`src/rtl/ootc_regs.vh`:
```
// ootc_regs.vh: register map, field positions, reset values, limits
// assumes 32-bit avalon-mm word addressing by byte offset
`ifndef OOTC_REGS_VH
`define OOTC_REGS_VH

`define OOTC_ADDR_CTRL      6'h00
`define OOTC_ADDR_SETPOINT  6'h04
`define OOTC_ADDR_HYS_HEAT  6'h08
`define OOTC_ADDR_HYS_COOL  6'h0c
`define OOTC_ADDR_DEAD_BAND 6'h10
`define OOTC_ADDR_FILTER    6'h14
`define OOTC_ADDR_STATUS    6'h18
`define OOTC_ADDR_AMBIENT   6'h1c

`define OOTC_CTRL_DIR       0
`define OOTC_CTRL_METHOD    1
`define OOTC_CTRL_HEATCOOL  2
`define OOTC_CTRL_FAHR      3
`define OOTC_CTRL_CH1_EN    4
`define OOTC_CTRL_RESTART   5

`define OOTC_ST_HEAT        0
`define OOTC_ST_COOL        1
`define OOTC_ST_AMB_ERR     2
`define OOTC_ST_METHOD      3
`define OOTC_ST_DIR         4

`define OOTC_RST_DIR        1'b0
`define OOTC_RST_METHOD     1'b1
`define OOTC_RST_HYS        16'sh000a
`define OOTC_RST_DEAD_BAND  16'sh0000
`define OOTC_RST_FILTER     16'h0000
`define OOTC_RST_SETPOINT   16'sh0000

`define OOTC_HYS_MIN        16'sh0001
`define OOTC_LIM_MAX        16'sh270f
`define OOTC_DB_MIN         -16'sh07cf
`define OOTC_AMB_MIN_C      -16'sh012c
`define OOTC_AMB_MAX_C      16'sh02ee
`define OOTC_AMB_MIN_F      16'sh0064
`define OOTC_AMB_MAX_F      16'sh06ae
`define OOTC_F_OFFSET       18'sh00140

`endif

```
`src/rtl/ootc_ctrl.v`:
```
// ootc_ctrl.v: on/off temperature control channel with avalon-mm settings
// assumes pv and cold junction readings are 0.1 C units, synchronous to clk_sys_i
//
// Local design decisions: the Avalon-MM slave port and the register offsets.
`timescale 1ns/100ps
`default_nettype none
`include "ootc_regs.vh"

module ootc_ctrl #(
    parameter DW = 16
) (
    // clock and reset
    input  wire                 clk_sys_i,
    input  wire                 rst_i,
    // avalon-mm slave
    input  wire [5:0]           avs_address_i,
    input  wire                 avs_read_i,
    input  wire                 avs_write_i,
    input  wire [31:0]          avs_writedata_i,
    input  wire [3:0]           avs_byteenable_i,
    output wire                 avs_waitrequest_o,
    output reg  [31:0]          avs_readdata_o,
    // measurement
    input  wire signed [DW-1:0] pv_i,
    input  wire signed [DW-1:0] cold_junction_sensor_i,
    // control outputs and filter setting
    output reg                  heat_out_o,
    output reg                  cool_out_o,
    output wire [DW-1:0]        filter_tc_o
);

////////////////////////////////////////////////////////////////////////////////
// bus handshake: one wait cycle, answer on second edge

reg                  ack_reg;
wire                 req;
wire                 wr_en;
wire                 all_lanes;

assign req               = avs_read_i | avs_write_i;
assign avs_waitrequest_o = req & ~ack_reg;
// write lands at the edge where waitrequest is sampled low
assign wr_en             = avs_write_i & ack_reg;
assign all_lanes         = avs_byteenable_i[1] & avs_byteenable_i[0];

always @(posedge clk_sys_i) begin
    if (rst_i) begin
        ack_reg <= 1'b0;
    end else begin
        ack_reg <= req & ~ack_reg;
    end
end

////////////////////////////////////////////////////////////////////////////////
// settings

reg                  dir_pend_reg;
reg                  method_pend_reg;
reg                  dir_reg;
reg                  method_reg;
reg                  heatcool_reg;
reg                  fahr_reg;
reg                  ch1_en_reg;
reg signed [DW-1:0]  sp_reg;
reg signed [DW-1:0]  hys_heat_reg;
reg signed [DW-1:0]  hys_cool_reg;
reg signed [DW-1:0]  db_reg;
reg        [DW-1:0]  filter_reg;
wire signed [DW-1:0] wdat;
wire                 hys_ok;
wire                 db_ok;
wire                 filt_ok;

assign wdat    = avs_writedata_i[DW-1:0];
assign hys_ok  = (wdat >= `OOTC_HYS_MIN) && (wdat <= `OOTC_LIM_MAX);
assign db_ok   = (wdat >= `OOTC_DB_MIN) && (wdat <= `OOTC_LIM_MAX);
assign filt_ok = (wdat >= 16'sh0000) && (wdat <= `OOTC_LIM_MAX);

always @(posedge clk_sys_i) begin
    if (rst_i) begin
        dir_pend_reg    <= `OOTC_RST_DIR;
        method_pend_reg <= `OOTC_RST_METHOD;
        dir_reg         <= `OOTC_RST_DIR;
        method_reg      <= `OOTC_RST_METHOD;
        heatcool_reg    <= 1'b0;
        fahr_reg        <= 1'b0;
        ch1_en_reg      <= 1'b1;
        sp_reg          <= `OOTC_RST_SETPOINT;
        hys_heat_reg    <= `OOTC_RST_HYS;
        hys_cool_reg    <= `OOTC_RST_HYS;
        db_reg          <= `OOTC_RST_DEAD_BAND;
        filter_reg      <= `OOTC_RST_FILTER;
    end else if (wr_en && avs_byteenable_i[0]) begin
        case (avs_address_i)
            `OOTC_ADDR_CTRL: begin
                // method and direction wait for a restart
                dir_pend_reg    <= avs_writedata_i[`OOTC_CTRL_DIR];
                method_pend_reg <= avs_writedata_i[`OOTC_CTRL_METHOD];
                heatcool_reg    <= avs_writedata_i[`OOTC_CTRL_HEATCOOL];
                fahr_reg        <= avs_writedata_i[`OOTC_CTRL_FAHR];
                ch1_en_reg      <= avs_writedata_i[`OOTC_CTRL_CH1_EN];
                if (avs_writedata_i[`OOTC_CTRL_RESTART]) begin
                    dir_reg    <= avs_writedata_i[`OOTC_CTRL_DIR];
                    method_reg <= avs_writedata_i[`OOTC_CTRL_METHOD];
                end
            end
            `OOTC_ADDR_SETPOINT: begin
                if (all_lanes) begin
                    sp_reg <= wdat;
                end
            end
            `OOTC_ADDR_HYS_HEAT: begin
                if (all_lanes && hys_ok) begin
                    hys_heat_reg <= wdat;
                end
            end
            `OOTC_ADDR_HYS_COOL: begin
                if (all_lanes && hys_ok) begin
                    hys_cool_reg <= wdat;
                end
            end
            `OOTC_ADDR_DEAD_BAND: begin
                if (all_lanes && db_ok) begin
                    db_reg <= wdat;
                end
            end
            `OOTC_ADDR_FILTER: begin
                if (all_lanes && filt_ok) begin
                    filter_reg <= wdat;
                end
            end
            default: begin
                dir_pend_reg <= dir_pend_reg;
            end
        endcase
    end
end

assign filter_tc_o = filter_reg;

////////////////////////////////////////////////////////////////////////////////
// on/off control with hysteresis

wire signed [DW+1:0] err;
wire signed [DW+1:0] hh;
wire signed [DW+1:0] hc;
wire signed [DW+1:0] db;
reg                  heat_next;
reg                  cool_next;

assign err = {{2{pv_i[DW-1]}}, pv_i} - {{2{sp_reg[DW-1]}}, sp_reg};
assign hh  = {{2{hys_heat_reg[DW-1]}}, hys_heat_reg};
assign hc  = {{2{hys_cool_reg[DW-1]}}, hys_cool_reg};
assign db  = {{2{db_reg[DW-1]}}, db_reg};

always @* begin
    heat_next = heat_out_o;
    cool_next = cool_out_o;
    if (method_reg) begin
        // pid path lives elsewhere; on/off outputs held off
        heat_next = 1'b0;
        cool_next = 1'b0;
    end else begin
        // standard type uses heating hysteresis either way
        if (!dir_reg) begin
            if (err > 18'sh00000) begin
                heat_next = 1'b0;
            end else if (err <= -hh) begin
                heat_next = 1'b1;
            end
        end else begin
            if (err > 18'sh00000) begin
                heat_next = 1'b1;
            end else if (err <= -hh) begin
                heat_next = 1'b0;
            end
        end
        if (!heatcool_reg) begin
            cool_next = 1'b0;
        end else if (!dir_reg) begin
            // cooling waits beyond set point plus dead band
            if (err > db) begin
                cool_next = 1'b1;
            end else if (err <= db - hc) begin
                cool_next = 1'b0;
            end
        end else begin
            if (err < -db) begin
                cool_next = 1'b1;
            end else if (err >= hc - db) begin
                cool_next = 1'b0;
            end
        end
    end
end

always @(posedge clk_sys_i) begin
    if (rst_i) begin
        heat_out_o <= 1'b0;
        cool_out_o <= 1'b0;
    end else begin
        heat_out_o <= heat_next;
        cool_out_o <= cool_next;
    end
end

////////////////////////////////////////////////////////////////////////////////
// terminal ambient temperature

reg signed [DW-1:0]  amb_reg;
reg                  amb_err_reg;
wire signed [DW+3:0] cj_ext;
wire signed [DW+3:0] cj_f;
wire signed [DW-1:0] amb_next;
wire                 amb_err_next;

// four guard bits keep the times-nine product from wrapping
assign cj_ext = {{4{cold_junction_sensor_i[DW-1]}}, cold_junction_sensor_i};
assign cj_f   = (cj_ext * 20'sh00009) / 20'sh00005 + `OOTC_F_OFFSET;

// channel one unit applies even with channel one disabled
assign amb_next = fahr_reg ? cj_f[DW-1:0] : cold_junction_sensor_i;

assign amb_err_next = fahr_reg ?
    ((cj_f < `OOTC_AMB_MIN_F) || (cj_f > `OOTC_AMB_MAX_F)) :
    ((amb_next < `OOTC_AMB_MIN_C) || (amb_next > `OOTC_AMB_MAX_C));

always @(posedge clk_sys_i) begin
    if (rst_i) begin
        amb_reg     <= {DW{1'b0}};
        amb_err_reg <= 1'b0;
    end else begin
        amb_reg     <= amb_next;
        amb_err_reg <= amb_err_next;
    end
end

////////////////////////////////////////////////////////////////////////////////
// read path

reg [31:0] rd_mux;

always @* begin
    rd_mux = 32'h0000_0000;
    case (avs_address_i)
        `OOTC_ADDR_CTRL: begin
            rd_mux[`OOTC_CTRL_DIR]      = dir_pend_reg;
            rd_mux[`OOTC_CTRL_METHOD]   = method_pend_reg;
            rd_mux[`OOTC_CTRL_HEATCOOL] = heatcool_reg;
            rd_mux[`OOTC_CTRL_FAHR]     = fahr_reg;
            rd_mux[`OOTC_CTRL_CH1_EN]   = ch1_en_reg;
        end
        `OOTC_ADDR_SETPOINT: begin
            rd_mux = {{(32-DW){sp_reg[DW-1]}}, sp_reg};
        end
        `OOTC_ADDR_HYS_HEAT: begin
            rd_mux = {{(32-DW){1'b0}}, hys_heat_reg};
        end
        `OOTC_ADDR_HYS_COOL: begin
            rd_mux = {{(32-DW){1'b0}}, hys_cool_reg};
        end
        `OOTC_ADDR_DEAD_BAND: begin
            rd_mux = {{(32-DW){db_reg[DW-1]}}, db_reg};
        end
        `OOTC_ADDR_FILTER: begin
            rd_mux = {{(32-DW){1'b0}}, filter_reg};
        end
        `OOTC_ADDR_STATUS: begin
            rd_mux[`OOTC_ST_HEAT]    = heat_out_o;
            rd_mux[`OOTC_ST_COOL]    = cool_out_o & heatcool_reg;
            rd_mux[`OOTC_ST_AMB_ERR] = amb_err_reg;
            rd_mux[`OOTC_ST_METHOD]  = method_reg;
            rd_mux[`OOTC_ST_DIR]     = dir_reg;
        end
        `OOTC_ADDR_AMBIENT: begin
            rd_mux = {{(32-DW){amb_reg[DW-1]}}, amb_reg};
        end
        default: begin
            rd_mux = 32'h0000_0000;
        end
    endcase
end

always @(posedge clk_sys_i) begin
    if (rst_i) begin
        avs_readdata_o <= 32'h0000_0000;
    end else if (avs_read_i && !ack_reg) begin
        avs_readdata_o <= rd_mux;
    end
end

endmodule
`default_nettype wire

```
`config.mk`:
```
export PLATFORM = sky130hd
export DESIGN_NAME = ootc_ctrl
export DESIGN_NICKNAME = d
export VERILOG_FILES = /design/src/rtl/ootc_ctrl.v
export VERILOG_INCLUDE_DIRS = /design/src /design/src/rtl
export SDC_FILE = /design/constraint.sdc
export NUM_CORES = 1
export LEC_CHECK = 0
export ABC_CLOCK_PERIOD_IN_PS = 12700
export BUFFER_PORTS_ARGS = -buffer_cell sky130_fd_sc_hd__buf_2
export CAP_MARGIN = 20
export CELL_PAD_IN_SITES_DETAIL_PLACEMENT = 0
export CELL_PAD_IN_SITES_GLOBAL_PLACEMENT = 2
export CORE_ASPECT_RATIO = 1.4
export CORE_MARGIN = 3
export CORE_UTILIZATION = 33
export CTS_BUF_LIST = sky130_fd_sc_hd__clkbuf_16
export CTS_CLUSTER_SIZE = 30
export DETAILED_ROUTE_END_ITERATION = 10
export PLACE_DENSITY_LB_ADDON = 0.1
export SETUP_SLACK_MARGIN = 0.1
export SYNTH_ARGS = -nofsm -noshare
export SYNTH_HDL_FRONTEND = slang
export SYNTH_SLANG_ARGS = --single-unit
```
`constraint.sdc`:
```
create_clock -name clk_sys_i -period 12.7 [get_ports clk_sys_i]
set_input_delay 1.905 -clock clk_sys_i [delete_from_list [all_inputs] [get_ports clk_sys_i]]
set_output_delay 1.905 -clock clk_sys_i [all_outputs]
set_load 0.05 [all_outputs]
```
==> results.py, run 1 <==
metrics = {
    "floorplan": {
        "floorplan.die.height_um": 265,
        "die_w_um": 191,
        "io-pin-count": 129,
        "start_util_pct": 33.5,
        "floorplan.rows": 94,
        "placeableCoreArea_mm2": 0.0472,
        "die_area_mm2": 0.0506,
    },
    "final_layout": {
        "nFillCells": 5041,
        "flip_flop_count_of_the_largest_register_all_copies_and_words_added": 17,
        "num_antenna_cells": 0,
        "count_of_nets_after_finishing": 2493,
        "max_flop_register": "avs_readdata_o",
        "syn_to_final_growth_pct": 18.3,
        "layout-drive-gt1-share_pct": 18.8,
    },
    "power_and_ir_drop": {
        "power.density_mw_per_mm2": 242,
        "total_power_mw": 4.53,
        "total_leakage_power_nw": 7.95,
        "ir_drop_v": 0.000214,
    },
    "synthesis": {
        "number_of_nets_produced_by_synthesis": 2324,
        "postSynthCellCount": 2068,
        "async_flop_share_pct": 0,
        "synth_area_per_cell_um2": 7.65,
        "yosysWarnings": 0,
        "post_synth_instance_area_mm2": 0.0158,
        "synth.yosys.seq_area_share_pct": 15.7,
        "primary_flip_flop_cell_chosen_by_synthesis_mapping": "sky130_fd_sc_hd__dfxtp_1",
        "synth-edff-count": 0,
        "yosys.cell_types.count": 121,
        "synth.ff_latch_count": 124,
    },
    "place": {
        "port_buffers": 110,
        "gpl.final_weighted_congestion": 0.903,
        "hpwl_mm": 50.3,
    },
    "route": {
        "via_total_after_detailed_routing": 16100,
        "routed_wl_mm": 62.2,
        "detailedRoute.firstIterationViolations": 695,
        "vias_per_cell": 5.60,
        "drt.antenna.violating_nets": 0,
        "drc_errors": 0,
        "dr.pass1.iters": 5,
        "wl_per_cell_um": 21.6,
    },
    "worst_hold_path": {
        "hold-path-endpoint": "sp_reg[5]$_SDFFE_PP0P_",
        "worst_hold_startpoint": "sp_reg[5]$_SDFFE_PP0P_",
        "hold_path_class": "flip-flop to flip-flop",
        "hold-path-cell-count": 2,
    },
    "clocking": {
        "tritoncts.num_buffers": 17,
        "clock-root-buffer": "sky130_fd_sc_hd__clkbuf_16",
        "cts.sinks": 124,
        "tritoncts": "yes",
        "cts.path.max_buffers": 2,
        "ctsHtreeMaxLevel": 4,
        "clock_insertion_delay_worst_skew_ps": 420,
        "clk_pin_slew_ps": 60,
        "hold_buffers": 0,
    },
    "job": {
        "cap_violations": 0,
    },
    "sta": {
        "maxClockFrequency_ghz": 0.0844,
        "setup_tns_final_ps": 0,
        "rsz0062_at_grt": "no",
        "period_needed_ps": 11850,
        "relSlewSlack_pct": 22.6,
        "finClkSkew_ps": 6.95,
        "finalMaxSlewViolations": 0,
        "report.final.hold_viol_count": 0,
        "final_min_period_over_clock_period_pct": 93.3,
        "setup-violations-final": 0,
        "worst_slew_pin_slew_ps": 1150,
    },
    "setup_path": {
        "crit_family": "compound AO/OA/AOI/OAI gates",
        "critical_path.reg2reg.endpoint": "cool_out_o$_SDFFE_PP0P_",
        "critical_path.slowest_cell": "sky130_fd_sc_hd__or4b_4",
        "rr_startpoint": "sp_reg[1]$_SDFFE_PP0P_",
        "worst_stage_delay_on_the_critical_path_ps": 610,
        "crit_buf_inv": 8,
        "cp.required_ps": 12990,
        "worstSetupStartpointType": "primary input",
        "worstSetupPathType": "primary input to flip-flop",
        "worst-endpoint-arrival_ps": 12140,
        "r2r_cells": 28,
        "nature_of_the_critical_path_endpoint": "flip-flop",
        "cp_common_cell": "sky130_fd_sc_hd__buf_4",
        "worst-path-max-fanout": 8,
        "worst-r2r-setup-slack_ps": 7160,
    },
    "global_route": {
        "first_global_vias": 15800,
        "track_usage_pct": 23.9,
        "pin_count_of_the_biggest_net_entering_global_routing": 99,
        "first_pass_grt_wire_length_mm": 93.8,
        "grt_antenna_before_repair": 2,
        "globalRoute.totalOverflow": 0,
    },
    "outcome": {
        "outcome": "completed",
    },
}
Yosys cell counts (all sizes together), types with 7 or more instances:
cell     instances  area share [%]
o22ai           15            0.63
nor2           188             4.5
xor2            40             2.3
o31ai           14            0.84
nor2b           29             1.1
mux2i          105             6.7
buf             49             1.9
o221ai           9            0.58
and2            15            0.59
ha             174              14
a2111oi          7            0.66
o2bb2ai          9            0.78
xnor2           90             5.1
o21bai          19            0.90
or3             16            0.63
nand4           30             1.2
dfxtp          124              16
a31oi           24             1.0
a21oi          168             5.4
a211oi          28             1.5
a311oi           7            0.39
a41oi           11            0.66
clkbuf          78             1.9
nand2          171             4.1
o21ai          126             4.0
o21a             9            0.44
or2             12            0.47
inv            104             2.5
a21o            30             1.4
a221oi          10            0.70
nand3           53             1.7
and3            15            0.59
nor3            59             2.0
o311ai           9            0.50
a22oi           19            0.90
o211ai          26             1.3
nor4            28             1.4
nand2b          29             1.1
cells by family (layout without fill, tap and decap cells):
| family | after synthesis | after routing | share of synthesized area [%] |
|---|---|---|---|
| buffers and inverters | 232 | 414 | 6.25 |
| multiplexers | 116 | 116 | 7.86 |
| XOR/XNOR | 130 | 130 | 7.39 |
| AND/OR/NAND/NOR | 675 | 675 | 21.3 |
| adder cells (fa/ha/maj) | 178 | 178 | 14.3 |
| flip-flops | 124 | 124 | 15.7 |
| AO/OA/AOI/OAI | 613 | 613 | 27.3 |
area by class of cell:
type,instances,area (µm²),area share [%]
repair buffers,277,1840,9.84
multi-input cells,1712,12600,67.3
flip-flops and latches,124,2480,13.3
inverters,105,394,2.11
clock buffers,17,425,2.28
clock inverters,15,196,1.05
well taps,624,781,4.18
cell usage in the layout, fill, tap and decap left out, drive strengths merged, types with 8 or more instances in the layout:
| cell | count |
|---|---|
| buf | 277 |
| nor2 | 188 |
| ha | 174 |
| nand2 | 171 |
| a21oi | 168 |
| o21ai | 126 |
| dfxtp | 124 |
| inv | 106 |
| mux2i | 105 |
| xnor2 | 90 |
| nor3 | 59 |
| nand3 | 53 |
| xor2 | 40 |
| nand4 | 30 |
| a21o | 30 |
| nand2b | 29 |
| nor2b | 29 |
| a211oi | 28 |
| nor4 | 28 |
| o211ai | 26 |
| a31oi | 24 |
| o21bai | 19 |
| a22oi | 19 |
| clkbuf | 17 |
| or3 | 16 |
| and3 | 15 |
| and2 | 15 |
| o22ai | 15 |
| o31ai | 14 |
| or2 | 12 |
| a41oi | 11 |
| a221oi | 10 |
| o21a | 9 |
| o221ai | 9 |
| o2bb2ai | 9 |
| o311ai | 9 |
| clkinv | 8 |
power by group:
group | internal (mW) | switching (mW)
clock | 0.328 | 0.191
sequential | 0.397 | 0.00468
combinational | 1.54 | 2.07
total | 2.27 | 2.26
through the flow:
step	hold WS (ps)	std cells	cell area (µm²)	worst slack (ps)	utilization [%]
global placement	438	2827	17700	9.08	37.6
detailed placement	445	2828	17700	8.45	37.6
CTS	453	2860	18400	412	38.9
global route	465	2874	18700	79.5	39.6
finish	450	2874	18700	848	39.6
floorplan	432	2068	15800	718	-
how the worst max path moves through the flow:
stage | from | to | depth (start not counted) | slack [ps]
floorplan | cold_junction_sensor_i[1] | amb_err_reg$_SDFF_PP0_ | 48 | 720
global placement | cold_junction_sensor_i[1] | amb_err_reg$_SDFF_PP0_ | 48 | 9
detailed placement | cold_junction_sensor_i[1] | amb_err_reg$_SDFF_PP0_ | 46 | 8
CTS | cold_junction_sensor_i[1] | amb_err_reg$_SDFF_PP0_ | 46 | 410
global route | cold_junction_sensor_i[4] | amb_err_reg$_SDFF_PP0_ | 50 | 80
finish | cold_junction_sensor_i[4] | amb_err_reg$_SDFF_PP0_ | 48 | 850
timing repair:
item | CTS | global route
endpoints found under the setup margin | 0 | 6
endpoints found under the hold margin | 0 | 0
gates resized for setup | 0 | 40
setup buffers | 0 | 11
layer usage:
metal	part of all wire, %	wire [µm]	vias up	global-route usage, %
met5	0.055	34	-	0
met4	4.5	2800	4	9.82
met3	2.5	1580	107	1.79
met2	55	34400	341	47.4
met1	38	23400	7690	25.5
li1	-	-	7941	-
worst min-delay path, stage by stage, from the launching register on:
cell and delay, ps:
sky130_fd_sc_hd__dfxtp_1 310, sky130_fd_sc_hd__nand2_1 50, sky130_fd_sc_hd__a21oi_1 50
Note: power is estimated with default switching activity, not from simulation.
==> run 2, diff against run 1 <==
--- a/config.mk
+++ b/config.mk
@@ -6,14 +6,14 @@
 export SDC_FILE = /design/constraint.sdc
 export NUM_CORES = 1
 export LEC_CHECK = 0
-export ABC_CLOCK_PERIOD_IN_PS = 12700
+export ABC_CLOCK_PERIOD_IN_PS = 15300
 export BUFFER_PORTS_ARGS = -buffer_cell sky130_fd_sc_hd__buf_2
 export CAP_MARGIN = 20
 export CELL_PAD_IN_SITES_DETAIL_PLACEMENT = 0
 export CELL_PAD_IN_SITES_GLOBAL_PLACEMENT = 2
 export CORE_ASPECT_RATIO = 1.4
 export CORE_MARGIN = 3
-export CORE_UTILIZATION = 33
+export CORE_UTILIZATION = 40
 export CTS_BUF_LIST = sky130_fd_sc_hd__clkbuf_16
 export CTS_CLUSTER_SIZE = 30
 export DETAILED_ROUTE_END_ITERATION = 10
==> constraint.sdc (replaced) <==
create_clock -name clk_sys_i -period 15.3 [get_ports clk_sys_i]
set_input_delay 2.295 -clock clk_sys_i [delete_from_list [all_inputs] [get_ports clk_sys_i]]
set_output_delay 2.295 -clock clk_sys_i [all_outputs]
set_load 0.05 [all_outputs]
==> results.py, run 2 (synthesis gave the netlist of run 1 again) <==
metrics = {
    "global_route": {
        "grt_antenna_before_repair": 7,
        "first_global_vias": 15400,
        "first_pass_grt_wire_length_mm": 88.8,
        "track_usage_pct": 26.7,
        "pin_count_of_the_biggest_net_entering_global_routing": 99,
        "globalRoute.totalOverflow": 0,
    },
    "final_layout": {
        "final_design_area_no_fill_mm2": 0.0174,
        "layout-drive-gt1-share_pct": 12.8,
        "final_cell_mix": "sky130_fd_sc_hd__nor2_1, sky130_fd_sc_hd__ha_1, sky130_fd_sc_hd__nand2_1",
        "flip_flop_count_of_the_largest_register_all_copies_and_words_added": 17,
        "count_of_nets_after_finishing": 2371,
        "postLayoutCoreUtil_pct": 44.9,
        "syn_to_final_growth_pct": 9.89,
        "final_cells": 2653,
        "max_flop_register": "avs_readdata_o",
        "mostFrequentLayoutCell": "sky130_fd_sc_hd__nor2_1",
    },
    "clocking": {
        "tritoncts": "yes",
        "post_cts.repair.setup_buffers": 0,
        "tritoncts.num_buffers": 17,
        "clock-root-buffer": "sky130_fd_sc_hd__clkbuf_16",
        "clk_pin_slew_ps": 60,
        "hold_buffers": 0,
        "cts.sinks": 124,
        "ctsHtreeMaxLevel": 4,
        "cts.path.max_buffers": 2,
        "clock_insertion_delay_worst_skew_ps": 410,
        "post_cts_repair_resize_count": 0,
    },
    "setup_path": {
        "critical_path.slowest_cell": "sky130_fd_sc_hd__a2111oi_2",
        "worstSetupStartpointType": "primary input",
        "worst_stage_delay_on_the_critical_path_ps": 560,
        "cp.required_ps": 15580,
        "worst-path-max-fanout": 23,
        "r2r_cells": 25,
        "worstSetupPathType": "primary input to flip-flop",
        "worst-endpoint-arrival_ps": 14160,
        "cp_common_cell": "sky130_fd_sc_hd__ha_1",
        "nature_of_the_critical_path_endpoint": "flip-flop",
    },
    "route": {
        "via_total_after_detailed_routing": 15700,
        "drt.antenna.violating_nets": 0,
        "detailedRoute.firstIterationViolations": 972,
        "wl_per_cell_um": 21.7,
        "drc_errors": 0,
        "dr.pass1.iters": 5,
        "vias_per_cell": 5.92,
        "routed_wl_mm": 57.5,
    },
    "floorplan": {
        "io-pin-count": 129,
        "die_area_mm2": 0.0420,
        "die_w_um": 174,
        "floorplan.rows": 85,
        "floorplan.die.height_um": 241,
        "start_util_pct": 40.8,
        "placeableCoreArea_mm2": 0.0387,
    },
    "place": {
        "area_post_placement_mm2": 0.0168,
        "port_buffers": 110,
        "gpl.final_weighted_congestion": 0.913,
        "hpwl_mm": 46.0,
        "dp_worst_setup_slack_ps": 1050,
        "post-place-cells": 2617,
    },
    "power_and_ir_drop": {
        "ir_drop_v": 0.000309,
        "total_leakage_power_nw": 7.28,
        "power.density_mw_per_mm2": 183,
        "total_power_mw": 3.18,
    },
    "job": {
        "cap_violations": 0,
    },
    "sta": {
        "final_min_period_over_clock_period_pct": 90.7,
        "rsz0062_at_grt": "no",
        "fin_ws_ps": 1430,
        "worst_slew_pin_slew_ps": 1150,
        "setup-violations-final": 0,
        "period_needed_ps": 13870,
        "setup_tns_final_ps": 0,
        "finalMaxSlewViolations": 0,
        "maxClockFrequency_ghz": 0.0721,
        "finClkSkew_ps": 6.33,
        "worst_hold_slack_ps": 450,
        "relSlewSlack_pct": 22.6,
        "report.final.hold_viol_count": 0,
    },
    "outcome": {
        "outcome": "completed",
    },
    "worst_hold_path": {
        "hold-path-cell-count": 2,
        "hold_path_class": "flip-flop to flip-flop",
    },
}
-- run 2: changes by cell type in the layout (fill, tap and decap cells not counted), moves of 3 or more --
cell,change
sky130_fd_sc_hd__nor3_1,+4
sky130_fd_sc_hd__clkinvlp_4,+3
sky130_fd_sc_hd__diode_2,+3
sky130_fd_sc_hd__nor3_2,-3
sky130_fd_sc_hd__buf_4,-120
-- run 2: critical path: cells and delay by family --
kind	cells	cell delay, ps
adder cells (fa/ha/maj)	6	1770
multiplexers	1	140
AO/OA/AOI/OAI	24	6740
XOR/XNOR	2	440
buffers and inverters	4	640
AND/OR/NAND/NOR	8	2080
-- run 2: layer usage --
metal | vias to the layer above | GRT usage [%] | share of wire [%]
li1 | 7738 | - | -
met1 | 7431 | 28.1 | 37
met2 | 406 | 52.7 | 54
met3 | 115 | 2.73 | 3.6
met4 | 8 | 12.6 | 5.3
met5 | - | 0 | 0.13
-- run 2: layout make-up --
type | instances | area (µm²)
sequential | 124 | 2480
fill | 4090 | 21300
inverter | 105 | 394
antenna | 3 | 7.51
clock buffer | 17 | 425
multi-input combinational | 1712 | 12400
tap | 522 | 653
timing repair buffer | 155 | 911
clock inverter | 15 | 150
-- run 2: worst paths after layout --
| path | startpoint | endpoint | slack [ps] |
|---|---|---|---|
| max | cold_junction_sensor_i[1] | amb_err_reg$_SDFF_PP0_ | 1430 |
| min | sp_reg[11]$_SDFFE_PP0P_ | sp_reg[11]$_SDFFE_PP0P_ | 450 |
| max reg2reg | sp_reg[0]$_SDFFE_PP0P_ | cool_out_o$_SDFFE_PP0P_ | 9200 |
| min reg2reg | sp_reg[11]$_SDFFE_PP0P_ | sp_reg[11]$_SDFFE_PP0P_ | 450 |
-- run 2: where the power goes --
group | internal (mW) | total, mW | switching, mW | leakage [nW]
clock | 0.239 | 0.393 | 0.154 | 0.266
combinational | 0.870 | 2.45 | 1.58 | 6.01
sequential | 0.330 | 0.334 | 0.00401 | 1.01
